--- config.mk ---
export PLATFORM = sky130hd
export DESIGN_NAME = gtc_timer
export DESIGN_NICKNAME = d
export VERILOG_FILES = /design/src/hw/gtc_pkg.sv /design/src/hw/gtc_edge_sync.sv /design/src/hw/gtc_period_timer.sv /design/src/hw/gtc_timer.sv
export SDC_FILE = /design/constraint.sdc
export NUM_CORES = 1
export LEC_CHECK = 0
export BUFFER_PORTS_ARGS = -buffer_cell sky130_fd_sc_hd__buf_4
export CAP_MARGIN = 25
export CORE_AREA = 2 2 129 81
export CTS_CLUSTER_SIZE = 12
export DETAILED_ROUTE_END_ITERATION = 10
export DIE_AREA = 0 0 131 83
export GPL_TIMING_DRIVEN = 0
export PLACE_DENSITY_LB_ADDON = 0.12
export SYNTH_ARGS = -nofsm -noshare
export SYNTH_HDL_FRONTEND = slang
export SYNTH_SLANG_ARGS = --single-unit
--- constraint.sdc ---
create_clock -name clk_sys -period 6.7 [get_ports clk_sys]
set_input_delay 0.67 -clock clk_sys [delete_from_list [all_inputs] [get_ports clk_sys]]
set_output_delay 0.67 -clock clk_sys [all_outputs]
set_load 0.05 [all_outputs]
--- src/hw/gtc_pkg.sv ---
package gtc_pkg;
   // register byte addresses on the APB slave
   localparam logic [11:0] ADDR_CONTROL = 12'h000;
   localparam logic [11:0] ADDR_GATE_CONTROL = 12'h004;
   localparam logic [11:0] ADDR_COUNT_VALUE = 12'h008;
   localparam logic [11:0] ADDR_PERIOD_COUNT = 12'h00c;
   localparam logic [11:0] ADDR_PERIOD_VALUE = 12'h010;
   // control register fields
   localparam int CTL_TIMER_ON = 0;
   localparam int CTL_SYNC_BYPASS = 2;
   localparam int CTL_SECONDARY_OSCILLATOR_EN = 3;
   localparam int CTL_PRESCALE_LO = 4;
   localparam int CTL_CLKSRC_LO = 6;
   // gate control register fields
   localparam int GCT_SRC_LO = 0;
   localparam int GCT_VALUE = 2;
   localparam int GCT_ARM = 3;
   localparam int GCT_SPM = 4;
   localparam int GCT_TOGGLE = 5;
   localparam int GCT_POL = 6;
   localparam int GCT_ENABLE = 7;
   // reset values
   localparam logic [7:0] CONTROL_RESET = 8'h00;
   localparam logic [7:0] GATE_CONTROL_RESET = 8'h00;
   localparam logic [15:0] COUNT_RESET = 16'h0000;
   localparam logic [7:0] PERIOD_RESET = 8'hff;
   localparam logic [2:0] PRESCALE_CNT_RESET = 3'h0;
   typedef enum logic [1:0] {
      GTC_CLK_INST = 2'b00,
      GTC_CLK_OSC = 2'b01,
      GTC_CLK_EXT = 2'b10,
      GTC_CLK_LOW_POWER_RC_OSC = 2'b11
   } gtc_clksrc_t;
   typedef enum logic [1:0] {
      GTC_GATE_PIN = 2'b00,
      GTC_GATE_PERIOD = 2'b01,
      GTC_GATE_CMP1 = 2'b10,
      GTC_GATE_CMP2 = 2'b11
   } gtc_gatesrc_t;
   typedef enum logic [1:0] {
      GTC_SP_IDLE = 2'b00,
      GTC_SP_WAIT = 2'b01,
      GTC_SP_PULSE = 2'b10
   } gtc_spstate_t;
endpackage

--- src/hw/gtc_edge_sync.sv ---
`timescale 1ns/10ps
`default_nettype none
// brings a source level into clk_sys and gives its rising edge
module gtc_edge_sync
   import gtc_pkg::*;
(
   input wire logic clk_sys,
   input wire logic rst,
   input wire logic srcLevel,
   input wire logic bypassSync,
   output logic syncLevel,
   output logic riseEdge
);
   logic meta_reg;
   logic stage_reg;
   logic last_reg;
   logic pick;
   always_ff @(posedge clk_sys or posedge rst) begin
      if (rst) begin
         meta_reg <= 1'b0;
         stage_reg <= 1'b0;
      end else begin
         meta_reg <= srcLevel;
         stage_reg <= meta_reg;
      end
   end
   // bypass saves two cycles of latency but trusts the source timing
   assign pick = bypassSync ? srcLevel : stage_reg;
   always_ff @(posedge clk_sys or posedge rst) begin
      if (rst) begin
         last_reg <= 1'b0;
      end else begin
         last_reg <= pick;
      end
   end
   assign syncLevel = pick;
   assign riseEdge = pick & ~last_reg;
endmodule
`default_nettype wire

--- src/hw/gtc_period_timer.sv ---
`timescale 1ns/10ps
`default_nettype none
// 8-bit period timer, source of the period-match gate
module gtc_period_timer
   import gtc_pkg::*;
#(
   parameter int WIDTH = 8
) (
   input wire logic clk_sys,
   input wire logic rst,
   input wire logic countWrite,
   input wire logic periodWrite,
   input wire logic [WIDTH-1:0] writeData,
   output logic [WIDTH-1:0] periodCount,
   output logic [WIDTH-1:0] periodValue,
   output logic matchPulse
);
   logic [WIDTH-1:0] count_reg;
   logic [WIDTH-1:0] period_reg;
   logic match_reg;
   always_ff @(posedge clk_sys or posedge rst) begin
      if (rst) begin
         period_reg <= WIDTH'(PERIOD_RESET);
      end else if (periodWrite) begin
         period_reg <= writeData;
      end
   end
   always_ff @(posedge clk_sys or posedge rst) begin
      if (rst) begin
         count_reg <= '0;
         match_reg <= 1'b0;
      end else if (countWrite) begin
         count_reg <= writeData;
         match_reg <= 1'b0;
      end else if (count_reg == period_reg) begin
         count_reg <= '0;
         match_reg <= 1'b1;
      end else begin
         count_reg <= count_reg + WIDTH'(1);
         match_reg <= 1'b0;
      end
   end
   assign periodCount = count_reg;
   assign periodValue = period_reg;
   assign matchPulse = match_reg;
endmodule
`default_nettype wire

--- src/hw/gtc_timer.sv ---
// The implementer's own choices: the address map and the APB register port.
`timescale 1ns/10ps
`default_nettype none
// How it works
// - software picks timer on an internal clock or counter of external edges
// - one 16-bit count register, readable and writable at any time
// - clock source: instruction clock, oscillator, external or low-power RC
// - interrupt request pulses when the count rolls from ffff to zero
// - special event trigger from the capture unit clears the count
// - sync bypass bit 1 skips external synchronization, 0 synchronizes
// - gate enable only matters while the timer is on
// - gate polarity 1 counts on high gate, 0 on low gate
// - toggle mode: flip-flop toggles on each rising gate edge and becomes the gate
// - single pulse mode: one armed pulse opens one counting window
// - software arms, device waits for the gate to open, then clears the arm bit when it closes
// - clearing single pulse mode clears the arm bit
// - gate value status shows the effective gate regardless of enable
// - gate source: 00 pin, 01 period match, 10 comparator 1, 11 comparator 2
// - period timer emits a match pulse usable as a gate
module gtc_timer
   import gtc_pkg::*;
(
   input wire logic clk_sys,
   input wire logic rst,
   input wire logic psel,
   input wire logic penable,
   input wire logic pwrite,
   input wire logic [11:0] paddr,
   input wire logic [31:0] pwdata,
   output logic [31:0] prdata,
   output logic pready,
   output logic pslverr,
   input wire logic instClkTick,
   input wire logic oscClkTick,
   input wire logic lowPowerRcOsc,
   input wire logic secondaryOscillator,
   input wire logic extClockPin,
   input wire logic gateInputPin,
   input wire logic comparatorOne,
   input wire logic comparatorTwo,
   input wire logic specialEventTrigger,
   output logic overflowIrq
);
   logic [7:0] control_reg;
   logic [1:0] gateCfgSrc_reg;
   logic [GCT_POL:GCT_SPM] gateCfg_reg;
   logic gateCfgEnable_reg;
   logic arm_reg;
   logic [15:0] count_reg;
   logic [2:0] prescale_reg;
   logic toggle_reg;
   logic gateLast_reg;
   logic irq_reg;
   gtc_spstate_t spState_reg;
   logic [31:0] rdata_next;
   logic wrEn;
   logic extRise;
   logic lprcRise;
   logic extSel;
   logic tick;
   logic prescaleHit;
   logic rawGate;
   logic polGate;
   logic effGate;
   logic gateOpen;
   logic countStep;
   logic [7:0] ptCount;
   logic [7:0] ptPeriod;
   logic ptMatch;
   logic [2:0] divMask;
   gtc_clksrc_t clkSrc;
   assign clkSrc = gtc_clksrc_t'(control_reg[CTL_CLKSRC_LO +: 2]);
   assign wrEn = psel & penable & pwrite;
   assign pready = 1'b1;
   assign pslverr = 1'b0;
   // external edge source, synchronised unless bypass is set
   assign extSel = control_reg[CTL_SECONDARY_OSCILLATOR_EN] ? secondaryOscillator
                                            : extClockPin;
   gtc_edge_sync extSync (
      .clk_sys(clk_sys),
      .rst(rst),
      .srcLevel(extSel),
      .bypassSync(control_reg[CTL_SYNC_BYPASS]),
      .syncLevel(),
      .riseEdge(extRise)
   );
   gtc_edge_sync lprcSync (
      .clk_sys(clk_sys),
      .rst(rst),
      .srcLevel(lowPowerRcOsc),
      .bypassSync(1'b0),
      .syncLevel(),
      .riseEdge(lprcRise)
   );
   gtc_period_timer periodTimer (
      .clk_sys(clk_sys),
      .rst(rst),
      .countWrite(wrEn && paddr == ADDR_PERIOD_COUNT),
      .periodWrite(wrEn && paddr == ADDR_PERIOD_VALUE),
      .writeData(pwdata[7:0]),
      .periodCount(ptCount),
      .periodValue(ptPeriod),
      .matchPulse(ptMatch)
   );
   always_comb begin
      case (clkSrc)
         GTC_CLK_INST: tick = instClkTick;
         GTC_CLK_OSC: tick = oscClkTick;
         GTC_CLK_EXT: tick = extRise;
         default: tick = lprcRise;
      endcase
   end
   // prescaler: 1, 2, 4 or 8 source ticks per count
   always_comb begin
      case (control_reg[CTL_PRESCALE_LO +: 2])
         2'b00: divMask = 3'h0;
         2'b01: divMask = 3'h1;
         2'b10: divMask = 3'h3;
         default: divMask = 3'h7;
      endcase
   end
   assign prescaleHit = tick && ((prescale_reg & divMask) == divMask);
   always_ff @(posedge clk_sys or posedge rst) begin
      if (rst) begin
         prescale_reg <= PRESCALE_CNT_RESET;
      end else if (wrEn && paddr == ADDR_CONTROL) begin
         prescale_reg <= PRESCALE_CNT_RESET;
      end else if (tick && control_reg[CTL_TIMER_ON]) begin
         prescale_reg <= prescaleHit ? PRESCALE_CNT_RESET
                                     : prescale_reg + 3'h1;
      end
   end
   // gate path
   always_comb begin
      case (gtc_gatesrc_t'(gateCfgSrc_reg))
         GTC_GATE_PIN: rawGate = gateInputPin;
         GTC_GATE_PERIOD: rawGate = ptMatch;
         GTC_GATE_CMP1: rawGate = comparatorOne;
         default: rawGate = comparatorTwo;
      endcase
   end
   assign polGate = gateCfg_reg[GCT_POL] ? rawGate : ~rawGate;
   always_ff @(posedge clk_sys or posedge rst) begin
      if (rst) begin
         gateLast_reg <= 1'b0;
      end else begin
         gateLast_reg <= polGate;
      end
   end
   always_ff @(posedge clk_sys or posedge rst) begin
      if (rst) begin
         toggle_reg <= 1'b0;
      end else if (!gateCfg_reg[GCT_TOGGLE]) begin
         toggle_reg <= 1'b0;
      end else if (polGate && !gateLast_reg) begin
         toggle_reg <= ~toggle_reg;
      end
   end
   // single pulse: wait for the gate to open, count while open, then stop
   always_ff @(posedge clk_sys or posedge rst) begin
      if (rst) begin
         spState_reg <= GTC_SP_IDLE;
      end else begin
         case (spState_reg)
            GTC_SP_IDLE: begin
               if (arm_reg && gateCfg_reg[GCT_SPM]) begin
                  spState_reg <= GTC_SP_WAIT;
               end
            end
            GTC_SP_WAIT: begin
               if (!gateCfg_reg[GCT_SPM] || !arm_reg) begin
                  spState_reg <= GTC_SP_IDLE;
               end else if (effGate) begin
                  spState_reg <= GTC_SP_PULSE;
               end
            end
            GTC_SP_PULSE: begin
               if (!gateCfg_reg[GCT_SPM] || !effGate) begin
                  spState_reg <= GTC_SP_IDLE;
               end
            end
            default: spState_reg <= GTC_SP_IDLE;
         endcase
      end
   end
   assign effGate = gateCfg_reg[GCT_TOGGLE] ? toggle_reg : polGate;
   assign gateOpen = gateCfg_reg[GCT_SPM]
                     ? (spState_reg == GTC_SP_PULSE) : effGate;
   assign countStep = control_reg[CTL_TIMER_ON] && prescaleHit
                      && (!gateCfgEnable_reg || gateOpen);
   // control and gate config registers
   always_ff @(posedge clk_sys or posedge rst) begin
      if (rst) begin
         control_reg <= CONTROL_RESET;
      end else if (wrEn && paddr == ADDR_CONTROL) begin
         control_reg <= pwdata[7:0] & 8'hfd;
      end
   end
   always_ff @(posedge clk_sys or posedge rst) begin
      if (rst) begin
         gateCfgEnable_reg <= GATE_CONTROL_RESET[GCT_ENABLE];
         gateCfg_reg <= GATE_CONTROL_RESET[GCT_SPM +: 3];
         gateCfgSrc_reg <= GATE_CONTROL_RESET[GCT_SRC_LO +: 2];
      end else if (wrEn && paddr == ADDR_GATE_CONTROL) begin
         gateCfgEnable_reg <= pwdata[GCT_ENABLE];
         gateCfg_reg <= pwdata[GCT_SPM +: 3];
         gateCfgSrc_reg <= pwdata[GCT_SRC_LO +: 2];
      end
   end
   // arm bit: software sets, device clears at end of pulse
   // the write sees the new mode bit, so one write can enable and arm
   always_ff @(posedge clk_sys or posedge rst) begin
      if (rst) begin
         arm_reg <= GATE_CONTROL_RESET[GCT_ARM];
      end else if (spState_reg == GTC_SP_PULSE && !effGate) begin
         arm_reg <= 1'b0;
      end else if (wrEn && paddr == ADDR_GATE_CONTROL) begin
         arm_reg <= pwdata[GCT_ARM] & pwdata[GCT_SPM];
      end else if (!gateCfg_reg[GCT_SPM]) begin
         arm_reg <= 1'b0;
      end
   end
   // count: trigger beats software write beats increment
   always_ff @(posedge clk_sys or posedge rst) begin
      if (rst) begin
         count_reg <= COUNT_RESET;
      end else if (specialEventTrigger) begin
         count_reg <= COUNT_RESET;
      end else if (wrEn && paddr == ADDR_COUNT_VALUE) begin
         count_reg <= pwdata[15:0];
      end else if (countStep) begin
         count_reg <= count_reg + 16'h0001;
      end
   end
   always_ff @(posedge clk_sys or posedge rst) begin
      if (rst) begin
         irq_reg <= 1'b0;
      end else begin
         irq_reg <= countStep && count_reg == 16'hffff
                    && !specialEventTrigger
                    && !(wrEn && paddr == ADDR_COUNT_VALUE);
      end
   end
   assign overflowIrq = irq_reg;
   // read mux, registered into prdata on setup so it is valid in access
   always_comb begin
      rdata_next = 32'h0000_0000;
      if (paddr == ADDR_CONTROL) begin
         rdata_next[7:0] = control_reg;
      end else if (paddr == ADDR_GATE_CONTROL) begin
         rdata_next[7:0] = {gateCfgEnable_reg, gateCfg_reg, arm_reg,
                            effGate, gateCfgSrc_reg};
      end else if (paddr == ADDR_COUNT_VALUE) begin
         rdata_next[15:0] = count_reg;
      end else if (paddr == ADDR_PERIOD_COUNT) begin
         rdata_next[7:0] = ptCount;
      end else if (paddr == ADDR_PERIOD_VALUE) begin
         rdata_next[7:0] = ptPeriod;
      end
   end
   always_ff @(posedge clk_sys or posedge rst) begin
      if (rst) begin
         prdata <= 32'h0000_0000;
      end else if (psel) begin
         prdata <= rdata_next;
      end
   end
   AST_WRAP_IRQ: assert property (@(posedge clk_sys) disable iff (rst)
      countStep && count_reg == 16'hffff && !specialEventTrigger
      && !(wrEn && paddr == ADDR_COUNT_VALUE)
      |=> overflowIrq && count_reg == 16'h0000)
      else $error("overflow did not raise irq");
   AST_TRIGGER_CLEAR: assert property (@(posedge clk_sys) disable iff (rst)
      specialEventTrigger |=> count_reg == 16'h0000)
      else $error("trigger did not clear count");
   AST_FROZEN_OFF: assert property (@(posedge clk_sys) disable iff (rst)
      !control_reg[CTL_TIMER_ON] && !specialEventTrigger
      && !(wrEn && paddr == ADDR_COUNT_VALUE)
      |=> $stable(count_reg))
      else $error("count moved while off");
   AST_GATE_HOLD: assert property (@(posedge clk_sys) disable iff (rst)
      gateCfgEnable_reg && !gateCfg_reg[GCT_SPM] && !effGate
      && !specialEventTrigger && !(wrEn && paddr == ADDR_COUNT_VALUE)
      |=> $stable(count_reg))
      else $error("count moved with gate closed");
   AST_TOGGLE_CLEAR: assert property (@(posedge clk_sys) disable iff (rst)
      !gateCfg_reg[GCT_TOGGLE] |=> !toggle_reg)
      else $error("toggle flop not cleared");
   AST_ARM_DROP: assert property (@(posedge clk_sys) disable iff (rst)
      !gateCfg_reg[GCT_SPM] |-> !arm_reg)
      else $error("arm bit kept without single pulse");
   AST_POLARITY: assert property (@(posedge clk_sys) disable iff (rst)
      !gateCfg_reg[GCT_TOGGLE] && gateCfgSrc_reg == 2'b00
      |-> effGate == (gateCfg_reg[GCT_POL] ~^ gateInputPin))
      else $error("gate polarity wrong");
   AST_PULSE_DONE: assert property (@(posedge clk_sys) disable iff (rst)
      spState_reg == GTC_SP_PULSE && !effGate && gateCfg_reg[GCT_SPM]
      |=> !arm_reg && spState_reg == GTC_SP_IDLE)
      else $error("pulse end did not clear arm");
   AST_COUNT_WRITE: assert property (@(posedge clk_sys) disable iff (rst)
      wrEn && paddr == ADDR_COUNT_VALUE && !specialEventTrigger
      |=> count_reg == $past(pwdata[15:0]))
      else $error("count write lost");
endmodule
`default_nettype wire
Yosys cells after proc, flatten, opt, wreduce, memory -nomap -nowiden
Cells that the tools add are included.
{ "word_totals": {"word_cells": 123, "out_inout_bits": 35, "in_bits": 58, "regBits": 77} }
{ "op_classes": {"n_mux": 36, "add_sub_neg": 3, "n_eq_ne": 20, "reduce_logical": 33, "bitwise": 10} }
{ "op_table": {"columns": ["cell", "n"], "rows": [
  ["8-bit two-way mux", 10],
  ["16-bit two-way mux", 3],
  ["12-bit by 4-bit equality test with 1-bit output (second input constant)", 2],
  ["16-bit by 1-bit adder with 16-bit output (second input constant)", 1],
  ["16-bit equality test (second input constant)", 1],
  ["1-bit logical AND", 15],
  ["12-bit by 3-bit equality test with 1-bit output (second input constant)", 1],
  ["12-bit by 5-bit equality test with 1-bit output (second input constant)", 1],
  ["12-bit zero test", 1],
  ["1-bit two-way mux", 12],
  ["3-bit two-way mux", 3],
  ["3-bit one-hot mux with 3 select lines", 1],
  ["8-bit by 1-bit adder with 8-bit output (second input constant)", 1],
  ["2-bit by 1-bit equality test with 1-bit output (second input constant)", 4],
  ["2-bit equality test (second input constant)", 4],
  ["8-bit equality test", 1],
  ["2-bit zero test", 4],
  ["2-bit two-way mux", 4],
  ["1-bit zero test", 7],
  ["1-bit one-hot mux with 3 select lines", 2],
  ["2-bit one-hot mux with 3 select lines", 1],
  ["1-bit AND", 5],
  ["2-bit != test (second input constant)", 2],
  ["1-bit inverter", 4],
  ["10 further kinds", 12]
]} }

Longest topological paths before layout
{ "depth": {"depth_word": 11, "ltp_mapped": 7, "depth_no_buf": 6} }

Modules after synthesis
Synthesis repeated with hierarchy kept, for this count alone.
{ "unflattened": {"cells_unflattened": 419, "hier_area_um2": 4231.6} }
{ "by_module_without_submodules": {"columns": ["mod", "seq_area_each_um2", "area_each_um2", "cells_each", "n_inst"], "rows": [
  ["gtc_timer", 1351.3, 3131.8, 331, 1],
  ["gtc_period_timer", 435.4, 884.6, 76, 1],
  ["gtc_edge_sync", 75.1, 107.6, 6, 2]
]} }

Worst setup path before layout
No wires, ideal clock.
{ "synth_timing": {"kind": "input -> register", "start": "input port paddr[9]", "end": "register periodTimer.period_reg[0] (netlist: periodTimer.periodValue[0])", "t_arrival_ns": 2.242, "required_ns": 6.618, "setup_time_ns": 0.082, "path_slack_ns": 4.376, "path_stages": 6, "n_path_buf": 1, "cell_sequence": "nor4_1 -> and3_1 -> buf_2 -> nand2_1 -> nor3_2 -> mux2_2"} }
{ "synth_between": {"elab_chain_len": 2} }
{ "synth_rtl": {"columns": ["element", "line", "source"], "rows": [
  ["start: declaration", "gtc_timer.sv:28", "input wire logic [11:0] paddr,"],
  ["12-bit by 5-bit equality test with 1-bit output", "gtc_timer.sv:99", ".periodWrite(wrEn && paddr == ADDR_PERIOD_VALUE),"],
  ["1-bit logical AND", "gtc_timer.sv:99", null],
  ["end signal: assignment", "gtc_period_timer.sv:23", "period_reg <= WIDTH'(PERIOD_RESET);"],
  ["end signal: assignment", "gtc_period_timer.sv:25", "period_reg <= writeData;"],
  ["end: declaration", "gtc_period_timer.sv:19", "logic [WIDTH-1:0] period_reg;"]
]} }
No other way between the ends.
A chain may end at the register's enable or synchronous reset.

Final worst setup path
{ "layout_timing": {"start": "input port paddr[9]", "end": "register count_reg[1]"} }
{ "layout_between": {"elab_chain_len": 4, "word_cells_on_any_way": 5, "cone_classes": "1 x eq/ne; 2 x mux; 2 x reduce/logical"} }
{ "layout_rtl": {"columns": ["element", "line", "source"], "rows": [
  ["12-bit by 4-bit equality test with 1-bit output (*)", "gtc_timer.sv:229", "end else if (wrEn && paddr == ADDR_COUNT_VALUE) begin"],
  ["1-bit logical AND (*)", "gtc_timer.sv:229", null],
  ["16-bit two-way mux", "gtc_timer.sv:229", null],
  ["16-bit two-way mux", "gtc_timer.sv:227", "end else if (specialEventTrigger) begin"],
  ["end signal: assignment", "gtc_timer.sv:230", "count_reg <= pwdata[15:0];"],
  ["end signal: assignment", "gtc_timer.sv:232", "count_reg <= count_reg + 16'h0001;"],
  ["end: declaration", "gtc_timer.sv:49", "logic [15:0] count_reg;"]
]} }
Mark *: on every way between the ends. The rest lies on a longest branch, timed or not.

==> results_dict.tcl <==
set metrics [dict create \
    initial_core_util_pct 43.9 \
    cts_root_buf "clkbuf_16" \
    r2r_setup_slack_ps 4370 \
    cp-startpoint "paddr[9]" \
    leakage_nw 2.23 \
    fin_nets 567 \
    cp.required_ps 6940 \
    clock_latency_ps 340 \
    synthArstFlopShare_pct 100 \
    cts_buffers 9 \
    cts_max_level 3 \
    final_cell_area_mm2 0.00521 \
    cts_setup_buffers 0 \
    syn_area_per_cell_um2 10.0 \
    grt_pass1_wl_um 17700 \
    grt_pass1_vias 3279 \
    period_share_pct 39.0 \
    timing.hold.ws_ps 314 \
    path_cells "buf_4 > nor4_1 > nand3_1 > nor2_1 > nand3_1 > clkbuf_1 > a311oi_1" \
    drc 0 \
    die_w_um 131 \
    r2r_cells 7 \
    r2r-start "control_reg[4]$_DFFE_PP0P_" \
    clkTransAtPathRegs_ps 60 \
    cts_hold_repair.buffers 0 \
    slew_violations 0 \
    place_area_mm2 0.00491 \
    drv_cap 0 \
    syn-cell-area_mm2 0.00423 \
    yosysSeqAreaShare_pct 45.8 \
    grt_max_degree 53 \
    overflow 0 \
    clock_skew_ps 7.91 \
    cpLargestDelayFamily "simple AND/OR/NAND/NOR gates" \
    ant_nets 0 \
    yosys.cell_types.count 59 \
    cts_resized 0 \
    row_count 28 \
    crit_fanout 10 \
    fin_cells 646 \
    tightest_slew_ps 771 \
    rsz0062_at_grt "no" \
    status "finished, final reports clean" \
    cp.arrival_ps 2850 \
    viasPerCell 5.36 \
    max_freq_mhz 383 \
    fp.dieArea_mm2 0.0109 \
    io_buffers 56 \
    wl_um 11300 \
    drt_first_pass_iters 5 \
    syn_inst 422 \
    cpMostUsedCell "nand3_1" \
    endpoint "count_reg[1]$_DFFE_PP0P_" \
    clockBufferDepth 2 \
    path_class "in -> reg" \
    cts_tree "built" \
    areaGrowthSynthToFinish_pct 23.2 \
    hp-class "in -> async" \
    end_kind "register" \
    slowest_delay_ps 490 \
    wire_per_inst_um 17.5 \
    timing.rr.end "count_reg[12]$_DFFE_PP0P_" \
    dpl.cell_count 630 \
    p_per_area_mw_per_mm2 212 \
    antenna_cells 0 \
    numClockSinks 77 \
    synth_edf_count 0 \
    synth_ff_type "dfrtp_1" \
    crit_path_top_delay_cell "nor2_1" \
    finalCriticalPeriod_ps 2610 \
    dp_hpwl_um 8460 \
    peakVddDrop_v 0.000129 \
    start_kind "input port" \
    gp_congestion 0.881 \
    die_y_um 83 \
    fill_cells 889 \
    setup_viol 0 \
    relSlewSlack_pct 48.3 \
    vias 3461 \
    core_area_mm2 0.00963 \
    hold_viol_final 0 \
    io_pins 93 \
    grt_use_total_pct 21.5 \
    setup_tns_ps 0 \
    drive_above_1_share_pct 28.0 \
    path_depth 7 \
    yosys_warnings 0 \
    critPathBufInv 2 \
    drtIter0Drc 291 \
    synth_seq_cells 77 \
    antenna_found_initial 0 \
]
power by group:
group	switching, W	internal (W)
clock	0.000194	0.000299
sequential	0.00000877	0.000476
combinational	0.0000829	0.0000421
how the worst min path moves through the flow:
stage	start	end	slack (ps)	depth (start not counted)
3_3_place_gp	extSync.meta_reg$_DFF_PP0_	extSync.stage_reg$_DFF_PP0_	330	0
3_5_place_dp	extSync.meta_reg$_DFF_PP0_	extSync.stage_reg$_DFF_PP0_	340	0
6_report	rst	lprcSync.last_reg$_DFF_PP0_	310	2
4_1_cts	rst	lprcSync.last_reg$_DFF_PP0_	320	2
2_1_floorplan	extSync.meta_reg$_DFF_PP0_	extSync.stage_reg$_DFF_PP0_	330	0
5_1_grt	rst	control_reg[3]$_DFFE_PP0P_	340	2
per-layer routing:
metal	global-route usage (%)	vias up	routed length, um
met5	0	-	0
met4	6.29	0	209
met3	6.38	23	782
met2	27.9	122	4530
met1	33.9	1673	5780
li1	-	1643	-
cell usage after synthesis (all sizes together), types with 3 or more instances:
library cell	number	share of area, %
nor4b	4	1.1
o21ai	28	3.3
xnor2	19	4.4
nand2	41	3.6
o211ai	7	1.4
nand3	13	1.5
o22ai	7	1.0
nor2b	5	0.74
and3	7	1.0
a31oi	7	1.0
nand2b	4	0.59
nor3	9	1.4
a21oi	16	2.2
ha	3	0.89
inv	13	1.2
xor2	11	2.3
mux2	22	5.9
dfrtp	69	41
nor4	10	2.6
nor2	35	3.1
dfstp	8	5.0
a211oi	16	2.8
buf	22	3.8
clkbuf	11	0.98
a21o	6	1.1
layout by cell type, fill, tap and decap left out, types with 8 or more instances in the layout:
| cell type | n |
|---|---|
| a211oi_1 | 16 |
| buf_4 | 75 |
| xor2_1 | 11 |
| dfrtp_1 | 69 |
| nor2_1 | 35 |
| nand2_1 | 41 |
| clkbuf_16 | 9 |
| conb_1 | 18 |
| nand3_1 | 13 |
| a21oi_1 | 15 |
| dfstp_2 | 8 |
| mux2_2 | 22 |
| o21ai_0 | 27 |
| clkbuf_1 | 12 |
| xnor2_1 | 18 |
| inv_1 | 12 |
per-stage QoR:
stage | setup WS, ps | utilization [%] | power [W]
floorplan | 4080 | - | 0.000569
global placement | 3020 | 50.6 | 0.000613
detailed placement | 3770 | 50.9 | 0.000617
CTS | 4130 | 54.1 | 0.00111
global route | 3910 | 54.1 | 0.00114
finish | 4090 | 54.1 | 0.00110
cell type report:
cell class,count,area (um^2),area share (%)
Multi-Input combinational cell,315,2100,40.3
Sequential cell,77,1940,37.2
Timing Repair Buffer,57,448,8.60
Clock buffer,11,243,4.66
Buffer,33,204,3.91
Tap cell,135,169,3.24
Clock inverter,5,60.1,1.15
Inverter,13,51.3,0.985
cell families after synthesis:
group | after synthesis | synth area share [%]
buffers and inverters | 46 | 5.98
AO/OA/AOI/OAI | 95 | 14.9
other | 2 | 0.178
flip-flops | 77 | 45.8
adder cells (fa/ha/maj) | 3 | 0.888
multiplexers | 25 | 6.87
AND/OR/NAND/NOR | 144 | 18.8
XOR/XNOR | 30 | 6.66
worst register-to-register path, delay by kind of cell (launching register included):
kind | cells | cell delay, ps
AO/OA/AOI/OAI | 3 | 1020
AND/OR/NAND/NOR | 2 | 430
buffers and inverters | 1 | 280
flip-flops | 1 | 400
XOR/XNOR | 1 | 110
(Power assumes the default switching activity.)
